### src/rtl/irc_pkg.sv
// Package holding register map, field layout and state types of the infrared receive capture block.
package irc_pkg;
    // Register offsets on the plain register port.
    localparam logic [3:0] ADDR_CTRL = 4'h0;
    localparam logic [3:0] ADDR_CARRIER = 4'h1;
    localparam logic [3:0] ADDR_COUNTER = 4'h2;
    localparam logic [3:0] ADDR_MODTIME = 4'h3;
    localparam logic [3:0] ADDR_STATUS = 4'h4;
    // Control register field positions.
    localparam int CTRL_ENABLE = 0;
    localparam int CTRL_TX_SELECT = 1;
    localparam int CTRL_EDGE_LO = 2;
    localparam int CTRL_CLK_SRC = 4;
    localparam int CTRL_RELOAD = 5;
    localparam int CTRL_BURST = 6;
    localparam int CTRL_IRQ_EN = 7;
    localparam int CTRL_DIV_LO = 8;
    // Status register field positions.
    localparam int STAT_OVERFLOW = 0;
    localparam int STAT_RX_EVENT = 1;
    localparam int STAT_LEVEL = 2;
    // Reset values, the burst load value and count steps.
    localparam logic [15:0] CTRL_RESET = 16'h0000;
    localparam logic [15:0] CARRIER_RESET = 16'h0000;
    localparam logic [15:0] COUNT_ZERO = 16'h0000;
    localparam logic [15:0] MODTIME_BURST_LOAD = 16'h0001;
    localparam logic [15:0] COUNT_ONE = 16'h0001;
    localparam logic [7:0] BYTE_ZERO = 8'h00;
    localparam logic [7:0] BYTE_ONE = 8'h01;
    localparam logic [2:0] PRE_ONE = 3'h1;
    // Carrier cycles without an edge that mark the start of a space.
    localparam logic [1:0] SPACE_CYCLES = 2'h2;

    // Edge selection encodings.
    typedef enum logic [1:0] {
        IRC_EDGE_RISE = 2'b00,
        IRC_EDGE_FALL = 2'b01,
        IRC_EDGE_BOTH = 2'b10,
        IRC_EDGE_BOTH2 = 2'b11
    } irc_edge_e;

    // Receive sequencing.
    typedef enum logic [1:0] {
        IRC_IDLE = 2'b00,
        IRC_ARMED = 2'b01,
        IRC_RUN = 2'b10
    } irc_state_e;

    // Carrier phase.
    typedef enum logic [0:0] {
        IRC_PH_HIGH = 1'b0,
        IRC_PH_LOW = 1'b1
    } irc_phase_e;

    // Register port request.
    typedef struct packed {
        logic [3:0] addr;
        logic [15:0] wdata;
        logic wr;
        logic rd;
    } irc_req_s;

    // All state of the block.
    typedef struct packed {
        logic [15:0] ctrl;
        logic [15:0] carrier;
        logic [15:0] counter;
        logic [15:0] modtime;
        logic [15:0] rdata;
        logic [2:0] prescale;
        logic [7:0] phase_cnt;
        irc_phase_e phase;
        irc_state_e state;
        logic [1:0] space_cnt;
        logic space_seen;
        logic overflow;
        logic rx_event;
        logic level;
        logic irq;
        logic sync1;
        logic sync2;
        logic pin_prev;
    } irc_state_s;
endpackage

### src/rtl/irc_receive.sv
// Infrared receive capture timer with burst-count mode and a plain register port.
`timescale 1ns/10ps
module irc_receive (
    input wire logic CORE_CLK,
    input wire logic RST,
    input wire logic [3:0] ADDR,
    input wire logic [15:0] WDATA,
    input wire logic WR,
    input wire logic RD,
    input wire logic RECEIVE_PIN,
    output logic [15:0] RDATA,
    output logic IRQ
);
    import irc_pkg::*;

    irc_state_s r;
    irc_state_s next_r;
    irc_req_s req;

    // Bundle the register port.
    always_comb begin
        req.addr = ADDR;
        req.wdata = WDATA;
        req.wr = WR;
        req.rd = RD;
    end

    // Decoded control fields.
    logic enable;
    logic tx_sel;
    logic [1:0] edge_sel;
    logic clk_src;
    logic reload;
    logic burst;
    logic irq_en;
    logic [1:0] div_sel;
    assign enable = r.ctrl[CTRL_ENABLE];
    assign tx_sel = r.ctrl[CTRL_TX_SELECT];
    assign edge_sel = r.ctrl[CTRL_EDGE_LO +: 2];
    assign clk_src = r.ctrl[CTRL_CLK_SRC];
    assign reload = r.ctrl[CTRL_RELOAD];
    assign burst = r.ctrl[CTRL_BURST];
    assign irq_en = r.ctrl[CTRL_IRQ_EN];
    assign div_sel = r.ctrl[CTRL_DIV_LO +: 2];

    // Combinational helpers.
    logic rx_on;
    logic rise;
    logic fall;
    logic qual;
    logic ir_tick;
    logic carrier_tick;
    logic count_tick;
    logic [3:0] div_len;
    logic wr_ctrl;
    logic wr_status;
    logic wr_counter;
    logic burst_on_edge;

    // Receive mode is active only with the unit on and transmit deselected.
    // receive mode gate
    assign rx_on = enable && !tx_sel;

    // Edges come from the second synchroniser stage only, never the first.
    // two-flop synchroniser edges
    assign rise = r.sync2 && !r.pin_prev;
    assign fall = !r.sync2 && r.pin_prev;

    always_comb begin
        case (irc_edge_e'(edge_sel))
            IRC_EDGE_RISE: qual = rise;
            IRC_EDGE_FALL: qual = fall;
            default: qual = rise || fall;
        endcase
    end

    // Divider length 1, 2, 4 or 8 system clocks per infrared clock.
    // infrared clock divider
    // The prescaler runs from one up to the length; for eight it wraps through zero.
    assign div_len = 4'h1 << div_sel;
    assign ir_tick = rx_on && (r.prescale == div_len[2:0]);

    // A carrier cycle ends at the last infrared clock of the low phase.
    // carrier cycle end
    assign carrier_tick = ir_tick && (r.phase == IRC_PH_LOW)
        && (r.phase_cnt == r.carrier[7:0]);

    assign count_tick = clk_src ? ir_tick : carrier_tick;

    assign wr_ctrl = req.wr && (req.addr == ADDR_CTRL);
    assign wr_status = req.wr && (req.addr == ADDR_STATUS);
    assign wr_counter = req.wr && (req.addr == ADDR_COUNTER);
    assign burst_on_edge = wr_ctrl && !burst && req.wdata[CTRL_BURST];

    // Next-state logic for the whole block; hardware sets beat software clears.
    always_comb begin
        next_r = r;
        next_r.sync1 = RECEIVE_PIN;
        next_r.sync2 = r.sync1;
        next_r.pin_prev = r.sync2;
        next_r.rdata = 16'h0000;

        // Software writes come first so hardware events below override them, except the count step, which a counter write suppresses.
        if (wr_ctrl) begin
            next_r.ctrl = req.wdata;
        end
        if (req.wr && (req.addr == ADDR_CARRIER)) begin
            next_r.carrier = req.wdata;
        end
        if (wr_counter) begin
            next_r.counter = req.wdata;
        end
        if (req.wr && (req.addr == ADDR_MODTIME)) begin
            next_r.modtime = req.wdata;
        end
        if (wr_status) begin
            next_r.overflow = r.overflow && req.wdata[STAT_OVERFLOW];
            next_r.rx_event = r.rx_event && req.wdata[STAT_RX_EVENT];
        end
        // Prescaler and carrier phase run only in receive mode.
        if (!rx_on) begin
            next_r.prescale = PRE_ONE;
            next_r.phase = IRC_PH_HIGH;
            next_r.phase_cnt = BYTE_ZERO;
            next_r.state = IRC_IDLE;
            next_r.space_cnt = 2'h0;
            next_r.space_seen = 1'b0;
        end else begin
            next_r.prescale = ir_tick ? PRE_ONE : r.prescale + PRE_ONE;
            if (r.state == IRC_IDLE) begin
                next_r.state = IRC_ARMED;
            end
            if (ir_tick) begin
                if (r.phase == IRC_PH_HIGH && r.phase_cnt == r.carrier[15:8]) begin
                    next_r.phase = IRC_PH_LOW;
                    next_r.phase_cnt = BYTE_ZERO;
                end else if (carrier_tick) begin
                    next_r.phase = IRC_PH_HIGH;
                    next_r.phase_cnt = BYTE_ZERO;
                end else begin
                    next_r.phase_cnt = r.phase_cnt + BYTE_ONE;
                end
            end
        end

        case (r.state)
            IRC_ARMED: begin
                if (rx_on && qual) begin
                    next_r.state = IRC_RUN;
                    next_r.counter = COUNT_ZERO;
                end
            end
            IRC_RUN: begin
                if (rx_on) begin
                    if (count_tick) begin
                        // A software write to the counter wins over the count step.
                        if (!wr_counter) begin
                            next_r.counter = r.counter + COUNT_ONE;
                        end
                        if (r.counter == 16'hFFFF && !qual) begin
                            next_r.overflow = 1'b1;
                        end
                    end
                    if (qual) begin
                        next_r.level = r.sync2;
                        if (reload) begin
                            next_r.counter = COUNT_ZERO;
                        end
                        if (!burst) begin
                            next_r.modtime = r.counter;
                            next_r.rx_event = 1'b1;
                        end else if (!burst_on_edge) begin
                            next_r.modtime = r.modtime + COUNT_ONE;
                        end
                        next_r.space_cnt = 2'h0;
                        next_r.space_seen = 1'b0;
                    end else if (burst && carrier_tick && !r.space_seen) begin
                        if (r.space_cnt + 2'h1 == SPACE_CYCLES) begin
                            next_r.rx_event = 1'b1;
                            next_r.space_seen = 1'b1;
                            next_r.space_cnt = 2'h0;
                        end else begin
                            next_r.space_cnt = r.space_cnt + 2'h1;
                        end
                    end
                end
            end
            IRC_IDLE: begin
                next_r.space_cnt = 2'h0;
            end
            default: begin
                next_r.state = IRC_IDLE;
            end
        endcase

        // burst entry load
        // Applied last, so a capture in the same cycle cannot hide the load.
        if (burst_on_edge) begin
            next_r.modtime = MODTIME_BURST_LOAD;
        end

        next_r.irq = irq_en && (next_r.overflow || next_r.rx_event);

        // Read data appears in the cycle after the read strobe.
        if (req.rd) begin
            case (req.addr)
                ADDR_CTRL: next_r.rdata = r.ctrl;
                ADDR_CARRIER: next_r.rdata = r.carrier;
                ADDR_COUNTER: next_r.rdata = r.counter;
                ADDR_MODTIME: next_r.rdata = r.modtime;
                ADDR_STATUS: next_r.rdata = {13'h0000, r.level, r.rx_event, r.overflow};
                default: next_r.rdata = 16'h0000;
            endcase
        end
    end

    // State register.
    always_ff @(posedge CORE_CLK or posedge RST) begin
        if (RST) begin
            r <= '0;
            r.ctrl <= CTRL_RESET;
            r.carrier <= CARRIER_RESET;
            r.prescale <= PRE_ONE;
        end else begin
            r <= next_r;
        end
    end

    assign RDATA = r.rdata;
    assign IRQ = r.irq;
endmodule

### config.mk
export PLATFORM = sky130hd
export DESIGN_NAME = irc_receive
export DESIGN_NICKNAME = d
export VERILOG_FILES = /design/src/rtl/irc_pkg.sv /design/src/rtl/irc_receive.sv
export SDC_FILE = /design/constraint.sdc
export NUM_CORES = 1
export LEC_CHECK = 0
export ABC_AREA = 1
export BUFFER_PORTS_ARGS = -buffer_cell sky130_fd_sc_hd__buf_4
export CORE_ASPECT_RATIO = 1.4
export CORE_MARGIN = 1.5
export CORE_UTILIZATION = 30
export CTS_CLUSTER_SIZE = 40
export DETAILED_ROUTE_END_ITERATION = 16
export PLACE_DENSITY = 0.57
export SETUP_SLACK_MARGIN = 0.15
export SYNTH_ARGS = -nofsm -noshare
export SYNTH_HDL_FRONTEND = slang
export SYNTH_SLANG_ARGS = --single-unit
export TNS_END_PERCENT = 20
### constraint.sdc
create_clock -name CORE_CLK -period 5 [get_ports CORE_CLK]
set_clock_uncertainty 0.1 [all_clocks]
set_input_delay 1 -clock CORE_CLK [delete_from_list [all_inputs] [get_ports CORE_CLK]]
set_output_delay 1 -clock CORE_CLK [all_outputs]
set_load 0.01 [all_outputs]
After elaboration in Yosys (flattened, before gate mapping)
Cells that the tools add are included.
{"block": "totals", "latchBits": 0, "mem_bits_rw": 0, "ff_bits": 104, "memories": 0, "mem_bits_ro": 0, "output_inout_bits": 17, "input_bits": 25, "elab_cells": 116}
{"block": "classes", "n_mul": 0, "div_mod_pow": 0, "n_bitwise": 1, "n_shift": 1, "muxes": 42, "n_eq_ne": 14, "n_reduce_logical": 35, "order_cmp": 0, "add_sub_neg": 5}
{"operator": "$mux 16", "n": 11}
{"operator": "$pmux 16 s5", "n": 1}
{"operator": "$mux 32", "n": 2}
{"operator": "$add 16x1->16 const B", "n": 2}
{"operator": "$pmux 16 s2", "n": 1}
{"operator": "$logic_and 1x1->1", "n": 21}
{"operator": "$mux 9", "n": 2}
{"operator": "$eq 16x16->1 const B", "n": 1}
{"operator": "$eq 8x8->1", "n": 2}
{"operator": "$mux 14", "n": 1}
{"operator": "$mux 3", "n": 4}
{"operator": "$mux 1", "n": 10}
{"operator": "$add 8x1->8 const B", "n": 1}
{"operator": "$eq 4x2->1 const B", "n": 2}
{"operator": "$mux 2", "n": 4}
{"operator": "$mux 8", "n": 1}
{"operator": "$pmux 2 s2", "n": 2}
{"operator": "$logic_not 1->1", "n": 6}
{"operator": "$mux 6", "n": 1}
{"operator": "$eq 2x1->1 const B", "n": 2}
{"operator": "$eq 2x2->1 const B", "n": 2}
{"operator": "$eq 4x1->1 const B", "n": 1}
{"operator": "$eq 4x3->1 const B", "n": 1}
{"operator": "$logic_not 2->1", "n": 2}
{"operator": "other kinds (14)", "n": 15}

Depth between registers and ports, before layout
Gate-level depths: netlist (run 1).
{"block": "logic_depth", "ltp_word": 13, "ltp_mapped": 15, "mapped_depth_nobuf": 15}

Worst setup path before layout (run 1)
No wires, ideal clock.
{"block": "synth_path", "path_kind": "input-to-reg", "from": "input port ADDR[3]", "to": "register r[70] (netlist name)", "required_time_ns": 4.783, "path_buffers": 2, "arrival_ns": 1.996, "setup_time_ns": 0.117, "setup_slack_ns": 2.787, "path_stages": 10, "cell_sequence": "nor2_2 -> nand3_1 -> inv_1 -> buf_4 -> buf_2 -> nand2_1 -> o21ai_0 -> a21oi_1 -> inv_1 -> nand2_1"}
{"item": "start: declaration", "line_no": "irc_receive.sv:6", "text": "input wire logic [3:0] ADDR,"}
{"item": "end signal: assignment", "line_no": "irc_receive.sv:225", "text": "r <= next_r;"}
{"item": "end: declaration", "line_no": "irc_receive.sv:16", "text": "irc_state_s r;"}

Worst setup path in the final report (run 1)
{"block": "layout_path", "from": "input port ADDR[3]", "to": "register r[80] (netlist name)"}
{"block": "layout_via", "elab_chain_cells": 2}
{"item": "$eq 4x1->1", "line_no": "irc_receive.sv:107", "text": "if (req.wr && (req.addr == ADDR_CARRIER)) begin"}
{"item": "$logic_and 1x1->1", "line_no": "irc_receive.sv:107"}
No other way between the ends.
A chain may end at the register's enable or synchronous reset.

==> out/metrics.cfg, run 1 <==
[floorplan]
die_x_um = 127
io-pin-count = 42
core.rowCount = 63
floorplan.initialDensity_pct = 30.5
core_um2 = 21100
fp.dieH_um = 176
floorplan.die_area_um2 = 22400

[yosys]
synth_compound_area_share_pct = 17.0
synth_simple_gate_area_share_pct = 26.3
ys_types = 46
yosysWarningCount = 0
seq_area_frac_synth_pct = 40.4
synth.area.top_cells = sky130_fd_sc_hd__dfrtp_1 (40%), sky130_fd_sc_hd__nand2_1 (13%), sky130_fd_sc_hd__inv_1 (7.1%), sky130_fd_sc_hd__o21ai_0 (6.4%), sky130_fd_sc_hd__nor2_1 (4.6%)
post-synth-top-area-fraction_pct = 40.0
postSynthRegisterBits = 104
synthesis.area_per_instance_um2 = 7.23
synth_fp_nets = 927
synth.largest_area_cell = sky130_fd_sc_hd__dfrtp_1
synthFlopType = sky130_fd_sc_hd__dfrtp_1
muxShareOfSynthArea_pct = 0
yosys.area_share.adder_pct = 1.94
synth.cell_area_um2 = 6440
postSynthCellCount = 892
synth_enable_flop_cells = 0
combinational_family_with_the_most_area_after_synthesis = simple AND/OR/NAND/NOR gates
synthXorXnorAreaFrac_pct = 2.72
postSynth.asyncResetShare_pct = 100

[sta]
relSlewSlack_pct = 33.4
finalHoldViolCount = 0
rsz0062_at_grt = no
achievable-frequency_mhz = 348
post-route-period-util_pct = 57.5
setup-tns-final_ns = 0
slew_viol_final = 0
final_worst_setup_slack_ns = 2.13
final.min_clock_period_ns = 2.87
worst-slew-pin-transition_ns = 0.998
setup_viol = 0

[detailed_routing]
detail_route.iter0.violations = 466
ant_nets = 0
detail_route.vias_per_cell = 5.10
firstDrtPassIters = 5
wl_per_cell_um = 16.9
vias = 5951
totalWireLength_um = 19700
drcViolationCount = 0

[critical_path]
worstPathBufferInverterCount = 2
critical_path.top_delay_family = simple AND/OR/NAND/NOR gates
critical_setup_path_kind = input port to flop
max_stage_delay_ns = 0.68
crit_fanout = 32
worst_path_max_delay_cell = sky130_fd_sc_hd__nand2_1
timing.critical_path.to_type = flop
critical_path.startpoint_type = input port
worst-endpoint-required_ns = 5.16
cp.arrival_ns = 3.04
critical_path.cell_chain = buf_4, nor2_2, nand3_1, inv_1, nand2_1, o21ai_0

[final_layout]
layout.cells.most_common_list = sky130_fd_sc_hd__nand2_1 (217), sky130_fd_sc_hd__inv_1 (121), sky130_fd_sc_hd__dfrtp_1 (103)
syn2layout_area_growth_pct = 11.2
final_common_cell = sky130_fd_sc_hd__nand2_1
n_antenna_cell = 0
nets = 937
drive_above_1_share_pct = 9.70

[grt]
grt_max_degree = 76
globalRouteTotalUtil_pct = 18.5
grt_pass1_vias = 5802
grt_overflow = 0
wire_length_of_the_first_global_routing_pass_um = 31800
grt_antenna_before_repair = 0

[clocking]
cts.clk_slew.worst_paths_ns = 0.08
cts_tree = built
master_cell_of_the_clock_root_buffer = sky130_fd_sc_hd__clkbuf_16
clock_tree.htree_level_count = 3
post-cts-setup-buffer-count = 0
worstSkewPairLatency_ns = 0.37
cts_buffers = 9
post_cts_resized = 0
holdBufCountCts = 0
cts.sink_count = 104
clock_tree_buf_depth = 2

[power]
power.static_leakage_uw = 0.00341
power_per_cell_area_nw_per_um2 = 369
vdd_drop_max_v = 0.000170

[place]
gp_routability_congestion = 0.907
pre_cts_ws_ns = 1.74
port_buffers = 41
detailed_place_hpwl_um = 14900

[worst_hold_path]
timing.hold.worst.class = flop to flop

[run]
max_cap_viol_count = 0

[outcome]
status = finished clean

[logic make-up (layout without fill, tap and decap cells)]
| kind of cell | after synthesis | count (layout) |
|---|---|---|
| AOI/OAI and AO/OA | 187 | 187 |
| and+or+nand+nor | 395 | 395 |
| xor gates and xnor gates | 20 | 20 |
| DFF | 104 | 104 |
| buffers and inverters | 176 | 191 |
| adders and majority gates | 10 | 10 |
[layer usage]
metal	routed length [um]	vias up	track usage [%]	share of wire, %
li1	-	2934	-	-
met1	8520	2818	22.9	43
met2	9600	162	31.3	49
met3	855	37	2.91	4.3
met4	743	0	9.09	3.8
met5	0	-	0	0
[final cells by class]
type	count	area (um^2)
clock buffer	9	225
fill	2290	14000
timing repair buffer	47	353
multi-input combinational	612	3100
inverter	128	483
tap	260	325
sequential	104	2600
clock inverter	7	78.8
[Yosys cell counts (all sizes together), types with 3 or more instances]
cell / count
xor2: 15
nand2: 220
nor2: 86
a221oi: 13
o21bai: 4
a21oi: 41
nand4: 20
ha: 10
xnor2: 5
dfrtp: 103
nor3: 10
o211ai: 17
o22ai: 16
or2: 3
buf: 30
inv: 127
o21ai: 86
nand3: 52
clkbuf: 18
[path summary, 6_finish.rpt]
check	from	end	cells past startpoint	slack [ns]
worst max-delay path	ADDR[3]	r[80]$_DFFE_PP0P_	6	2.13
worst min-delay path	next_r[1]$_DFF_PP0_	next_r[0]$_DFF_PP0_	0	0.26
worst max register to register	next_r[0]$_DFF_PP0_	r[44]$_DFF_PP0_	12	2.25
worst min register to register	next_r[1]$_DFF_PP0_	next_r[0]$_DFF_PP0_	0	0.26
max in group asynchronous	RST	r[21]$_DFF_PP1_	3	3.06
min in group asynchronous	RST	next_r[1]$_DFF_PP0_	2	0.76
[power breakdown]
part	total, uW	switching (uW)	leakage, uW	internal (uW)
Sequential	1160	169	0.00133	991
Combinational	732	476	0.00193	256
Clock	749	355	0.000150	394
[state kept, by name, indices dropped and copies added, names as in the netlist]
| signal | count |
|---|---|
| irq_en | 1 |
| div_sel | 2 |
| RDATA | 16 |
| enable | 1 |
| r | 77 |
| burst | 1 |
| IRQ | 1 |
| clk_src | 1 |
| edge_sel | 2 |
| next_r | 2 |
[metrics by stage]
step	cells	cell area, um^2	util [%]	hold WS, ns	total power, uW
finish	1167	7170	33.9	0.256	2640
global route	1167	7170	33.9	0.275	2810
CTS	1167	7170	33.9	0.263	2650
detailed placement	1151	6860	32.5	0.246	1900
global placement	1151	6860	32.5	0.236	1900
floorplan	892	6440	-	0.231	1670
No activity file was read; power rests on OpenSTA's default activity.
==> inputs of run 2 (changes only) <==
==> constraint.sdc (replaced) <==
create_clock -name CORE_CLK -period 2.9 [get_ports CORE_CLK]
set_clock_uncertainty 0.1 [all_clocks]
set_input_delay 0.58 -clock CORE_CLK [delete_from_list [all_inputs] [get_ports CORE_CLK]]
set_output_delay 0.58 -clock CORE_CLK [all_outputs]
set_load 0.01 [all_outputs]
==> run 2 against run 1 <==
  * Critical path depth increased by 7
  * Global-route usage shrank 0.12 points
  * Final area up 1.3%
  * Critical endpoint is now r[60]$_DFF_PP0_
==> out/metrics.cfg, run 2 (synthesis results as in run 1) <==
[power]
clockPowerShare_pct = 27.8  ; -0.6 points
power.total_uw = 4580  ; +73%
switching_share_pct = 37.8  ; -0.12 points
power.share.combinational_pct = 28.7  ; +1.0 points
internal-power_uw = 2850  ; +74%
power_per_cell_area_nw_per_um2 = 631  ; +71%
vdd_drop_max_v = 0.000308  ; +81%
seq_power_share_pct = 43.6  ; -0.3 points
power_switching_uw = 1730  ; +73%
power.static_leakage_uw = 0.00346  ; +1.5%

[grt]
grt_overflow = 0  ; unchanged
grt_max_degree = 39  ; -49%
grt_antenna_before_repair = 0  ; unchanged
wire_length_of_the_first_global_routing_pass_um = 31800  ; unchanged
grt_pass1_vias = 5747  ; -0.95%
globalRouteTotalUtil_pct = 18.4  ; -0.12 points

[sta]
rsz0062_at_grt = no
setup_viol = 0  ; unchanged
finalHoldViolCount = 0  ; unchanged
relSlewSlack_pct = 48.2  ; +15 points
final.min_clock_period_ns = 2.30
achievable-frequency_mhz = 435
slew_viol_final = 0  ; unchanged
post-route-period-util_pct = 79.2
worst-slew-pin-transition_ns = 0.775  ; -0.224 ns
setup-tns-final_ns = 0  ; unchanged

[clocking]
clock_tree_buf_depth = 2  ; unchanged
cts.sink_count = 104  ; unchanged
cts_buffers = 9  ; unchanged
cts.clk_slew.worst_paths_ns = 0.08  ; about the same
worstSkewPairLatency_ns = 0.35  ; -0.02 ns
cts_tree = built
holdBufCountCts = 0  ; unchanged
clock_tree.htree_level_count = 3  ; unchanged
post-cts-setup-buffer-count = 0  ; unchanged
master_cell_of_the_clock_root_buffer = sky130_fd_sc_hd__clkbuf_16
post_cts_resized = 0  ; unchanged

[final_layout]
fill_cells = 2258  ; -1.4%
layout.cells.most_common_list = sky130_fd_sc_hd__nand2_1 (217), sky130_fd_sc_hd__inv_1 (121), sky130_fd_sc_hd__dfrtp_1 (103)
nets = 947  ; +1.1%
syn2layout_area_growth_pct = 12.7
n_antenna_cell = 0  ; unchanged
finalCoreUtilization_pct = 34.4  ; +0.44 points
layoutNonFillerInstCount = 1177  ; +0.86%
largest_register_ffs = 77  ; unchanged
registers.top_by_ff_count = r
final_common_cell = sky130_fd_sc_hd__nand2_1
drive_above_1_share_pct = 10.6  ; +0.88 points

[place]
gp_routability_congestion = 0.956  ; +5.3%
dp.cells = 1161  ; +0.87%
detailed_place_hpwl_um = 15400  ; +3.2%
port_buffers = 41  ; unchanged

[floorplan]
floorplan.die_area_um2 = 22400  ; unchanged
core.rowCount = 63  ; unchanged
io-pin-count = 42  ; unchanged
core_um2 = 21100  ; unchanged
floorplan.initialDensity_pct = 30.5  ; unchanged
fp.dieH_um = 176  ; unchanged
die_x_um = 127  ; unchanged

[detailed_routing]
totalWireLength_um = 20100  ; +2.0%
met2_routed_wirelength_um = 9980  ; +3.9%
route.met3.wl_um = 1100  ; +28%
vias = 6019  ; +1.1%
detail_route.iter0.violations = 637  ; +37%
firstDrtPassIters = 7  ; +2
detail_route.vias_per_cell = 5.11  ; +0.28%
drcViolationCount = 0  ; unchanged
ant_nets = 0  ; unchanged
highest_layer_used_for_signal_routing = met4
route.layer.met1.wl_um = 8510  ; -0.13%
wl_per_cell_um = 17.1  ; +1.1%

[critical_path]
cp.arrival_ns = 2.46  ; -0.58 ns
crit_fanout = 5  ; -84%
critical_setup_path_kind = flop to flop
critical_path.startpoint_type = flop
worst-endpoint-required_ns = 3.07  ; -2.09 ns
timing.critical_path.to_type = flop

[outcome]
status = finished clean

[run]
max_cap_viol_count = 0  ; unchanged

[worst_hold_path]
timing.hold.worst.class = input port to asynchronous set/reset pin

run 2: area by class of cell:
type | instances | area, um^2 | area share (%)
Clock buffer | 10 | 229 | 3.15
Clock inverter | 6 | 66.3 | 0.913
Multi-Input combinational cell | 612 | 3100 | 42.7
Tap cell | 260 | 325 | 4.48
Timing Repair Buffer | 57 | 453 | 6.24
Sequential cell | 104 | 2600 | 35.9
Inverter | 128 | 484 | 6.67
run 2: worst max-delay path, stage by stage (launching register included):
cell,delay [ns]
sky130_fd_sc_hd__dfrtp_1,0.37
sky130_fd_sc_hd__inv_1,0.06
sky130_fd_sc_hd__ha_1,0.17
sky130_fd_sc_hd__nand2_1,0.07
sky130_fd_sc_hd__nand3_1,0.10
sky130_fd_sc_hd__nand3_1,0.18
sky130_fd_sc_hd__nand2_1,0.11
sky130_fd_sc_hd__nand2_1,0.22
sky130_fd_sc_hd__inv_1,0.18
sky130_fd_sc_hd__nand2_1,0.20
sky130_fd_sc_hd__inv_2,0.10
sky130_fd_sc_hd__a21oi_1,0.12
sky130_fd_sc_hd__nand2_1,0.07
sky130_fd_sc_hd__a21oi_1,0.16
run 2: routing by layer:
layer | vias to the layer above | global-route usage, %
met5 | - | 0
met4 | 0 | 6.87
met2 | 195 | 32.4
met1 | 2852 | 23.0
li1 | 2942 | -
met3 | 30 | 2.24
run 2: metrics by stage:
step | cell area (um^2) | worst slack [ns] | hold slack, ns
3_3_place_gp | 6970 | 0.494 | 0.234
5_1_grt | 7260 | 0.387 | 0.225
3_5_place_dp | 6970 | 0.486 | 0.236
6_report | 7260 | 0.603 | 0.184
2_1_floorplan | 6450 | 0.975 | 0.231
4_1_cts | 7260 | 0.609 | 0.223
run 2: path summary, 6_finish.rpt:
kind,startpoint,end,slack [ns],cells after the start
setup / recovery,next_r[0]$_DFF_PP0_,r[60]$_DFF_PP0_,0.60,13
hold / removal,RST,RDATA[11]$_DFF_PP0_,0.18,2
setup reg to reg,next_r[0]$_DFF_PP0_,r[60]$_DFF_PP0_,0.60,13
hold reg to reg,next_r[1]$_DFF_PP0_,next_r[0]$_DFF_PP0_,0.25,0
max in group asynchronous,RST,r[21]$_DFF_PP1_,1.84,3
min in group CORE_CLK,RECEIVE_PIN,next_r[1]$_DFF_PP0_,0.23,1
run 2: power by group through the flow:
stage / sequential [uW] / combinational [uW] / clock (uW)
2_1_floorplan: 1910 / 976 / 0
3_3_place_gp: 2010 / 1290 / 0
3_5_place_dp: 2020 / 1300 / 0
4_1_cts: 1990 / 1310 / 1280
5_1_grt: 2020 / 1480 / 1350
6_report: 1990 / 1310 / 1270
==> inputs of run 3 (changes only) <==
==> constraint.sdc (replaced) <==
create_clock -name CORE_CLK -period 2.4 [get_ports CORE_CLK]
set_clock_uncertainty 0.1 [all_clocks]
set_input_delay 0.48 -clock CORE_CLK [delete_from_list [all_inputs] [get_ports CORE_CLK]]
set_output_delay 0.48 -clock CORE_CLK [all_outputs]
set_load 0.01 [all_outputs]
==> run 3 against run 2 <==
  * Maximum frequency up 9.8%
  * Flip-flop and latch count unchanged
  * Core utilization up 1.0 points
  * Global-route usage up 0.37 points
  * Via count up 0.96%
  * Hold slack worse by 0.085 ns
  * Final area up 3.0%
  * Total power up 25%
  * Combinational power up 25%
  * Die area unchanged
  * Largest power group unchanged
==> out/metrics.cfg, run 3 (synthesis results as in run 1) <==
[outcome]
status = finished clean

[detailed_routing]
firstDrtPassIters = 5  ; -2
vias = 6077  ; +0.96%
detail_route.vias_per_cell = 5.10  ; -0.31%
totalWireLength_um = 20600  ; +2.2%
drcViolationCount = 0  ; unchanged
detail_route.iter0.violations = 508  ; -20%
ant_nets = 0  ; unchanged
wl_per_cell_um = 17.2  ; +0.88%

[clocking]
worstSkewPairLatency_ns = 0.35  ; about the same
cts_buffers = 9  ; unchanged
clock_tree.htree_level_count = 3  ; unchanged
cts_tree = built
cts.clk_slew.worst_paths_ns = 0.08  ; about the same
clock_tree_buf_depth = 2  ; unchanged
holdBufCountCts = 0  ; unchanged
cts.sink_count = 104  ; unchanged
master_cell_of_the_clock_root_buffer = sky130_fd_sc_hd__clkbuf_16

[critical_path]
reg2reg_setup_slack_ns = 0.31  ; -0.29 ns
worst-endpoint-required_ns = 2.59  ; -0.48 ns
critical_setup_path_kind = flop to flop
timing.rr.start = r[56]$_DFF_PP0_
cp.arrival_ns = 2.28  ; -0.18 ns
critical_path.cell_chain = ha_1, nand2_1, nor2_1, nand4_1, o211ai_1, nand4_1, nand2_1
max_stage_delay_ns = 0.42  ; +0.05 ns
crit_fanout = 5  ; unchanged
worst_r2r_endpoint = r[70]$_DFF_PP0_
worstRegToRegCells = 7  ; -6
worst_path_max_delay_cell = sky130_fd_sc_hd__dfrtp_1
critical_path.startpoint_type = flop
timing.critical_path.to_type = flop

[sta]
post-route-period-util_pct = 87.2  ; +7.9 points
worst-slew-pin-transition_ns = 0.617  ; -0.158 ns
slew_viol_final = 0  ; unchanged
finalHoldViolCount = 0  ; unchanged
final.min_clock_period_ns = 2.09  ; -0.206 ns
relSlewSlack_pct = 58.8  ; +11 points
rsz0062_at_grt = no
achievable-frequency_mhz = 478  ; +9.8%
setup_viol = 0  ; unchanged
setup-tns-final_ns = 0  ; unchanged

[final_layout]
drive_above_1_share_pct = 12.2  ; +1.7 points
nets = 962  ; +1.6%
registers.top_by_ff_count = r
final_common_cell = sky130_fd_sc_hd__nand2_1
n_antenna_cell = 0  ; unchanged
syn2layout_area_growth_pct = 16.0
layoutNonFillerInstCount = 1192  ; +1.3%
layout.cells.most_common_list = sky130_fd_sc_hd__nand2_1 (217), sky130_fd_sc_hd__inv_1 (121), sky130_fd_sc_hd__dfrtp_1 (103)
largest_register_ffs = 77  ; unchanged

[grt]
wire_length_of_the_first_global_routing_pass_um = 32300  ; +1.5%
grt_max_degree = 37  ; -5.1%
grt_pass1_vias = 5730  ; -0.30%
grt_overflow = 0  ; unchanged
globalRouteTotalUtil_pct = 18.8  ; +0.37 points
grt_antenna_before_repair = 0  ; unchanged

[worst_hold_path]
timing.hold.worst.class = input port to asynchronous set/reset pin

[run]
max_cap_viol_count = 0  ; unchanged

[place]
gp_routability_congestion = 0.910  ; -4.8%
port_buffers = 41  ; unchanged
dp.cells = 1173  ; +1.0%
detailed_place_hpwl_um = 15800  ; +2.7%

[floorplan]
core.rowCount = 63  ; unchanged
floorplan.die_area_um2 = 22400  ; unchanged
core_um2 = 21100  ; unchanged
fp.dieH_um = 176  ; unchanged
floorplan.initialDensity_pct = 30.5  ; unchanged
die_x_um = 127  ; unchanged
io-pin-count = 42  ; unchanged

[power]
power.static_leakage_uw = 0.00357  ; +3.2%
power_per_cell_area_nw_per_um2 = 765  ; +21%
vdd_drop_max_v = 0.000394  ; +28%

## run 3: where the power goes
group	leakage [uW]	internal (uW)	total, uW	switching [uW]
clock	0.000166	942	1680	735
sequential	0.00133	2060	2400	340
combinational	0.00208	593	1640	1050
total	0.00357	3600	5720	2120
## run 3: how the worst max path moves through the flow
| stage | cells after the start | endpoint | from | slack, ns |
|---|---|---|---|---|
| 2_1_floorplan | 1 | IRQ$_DFF_PP0_ | RST | 0.58 |
| 4_1_cts | 13 | r[64]$_DFF_PP0_ | next_r[0]$_DFF_PP0_ | 0.21 |
| 3_5_place_dp | 13 | r[64]$_DFF_PP0_ | next_r[0]$_DFF_PP0_ | 0.12 |
| 5_1_grt | 7 | r[70]$_DFF_PP0_ | r[56]$_DFF_PP0_ | 0.16 |
| 3_3_place_gp | 13 | r[64]$_DFF_PP0_ | next_r[0]$_DFF_PP0_ | 0.12 |
| 6_report | 7 | r[70]$_DFF_PP0_ | r[56]$_DFF_PP0_ | 0.31 |
## run 3: through the flow
stage / utilization (%) / total power [uW] / setup WS [ns] / hold WS (ns) / area [um^2]
6_report: 35.4 / 5720 / 0.308 / 0.0991 / 7480
5_1_grt: 35.4 / 6080 / 0.156 / 0.118 / 7480
4_1_cts: 35.3 / 5750 / 0.206 / 0.116 / 7450
3_5_place_dp: 33.6 / 4050 / 0.122 / 0.239 / 7110
3_3_place_gp: 33.6 / 4040 / 0.120 / 0.245 / 7110
2_1_floorplan: - / 3490 / 0.575 / 0.231 / 6450
## run 3: per-layer routing
metal	global-route usage, %	wire length [um]
met5	0	0
met4	6.49	638
met3	2.55	828
met2	32.7	10100
met1	23.8	9000
## run 3: repair_timing
action | CTS | global route
pin swaps | 0 | 1
endpoints found under the setup margin | 1 | 9
setup buffers | 0 | 3
resized for setup | 1 | 1
## run 3: critical path, delay by kind of cell (launching register included)
family	cells	cell delay, ns
adder cells (fa/ha/maj)	1	0.29
flip-flops	1	0.42
AND/OR/NAND/NOR	5	0.91
AO/OA/AOI/OAI	1	0.30
## run 3: cell type report
| class | instances | area (um^2) |
|---|---|---|
| fillers | 2294 | 13600 |
| clock buffers | 9 | 225 |
| repair buffers | 72 | 616 |
| multi-input cells | 612 | 3110 |
| flip-flops and latches | 104 | 2600 |
| well taps | 260 | 325 |
| clock inverters | 7 | 111 |
| inverters | 128 | 484 |
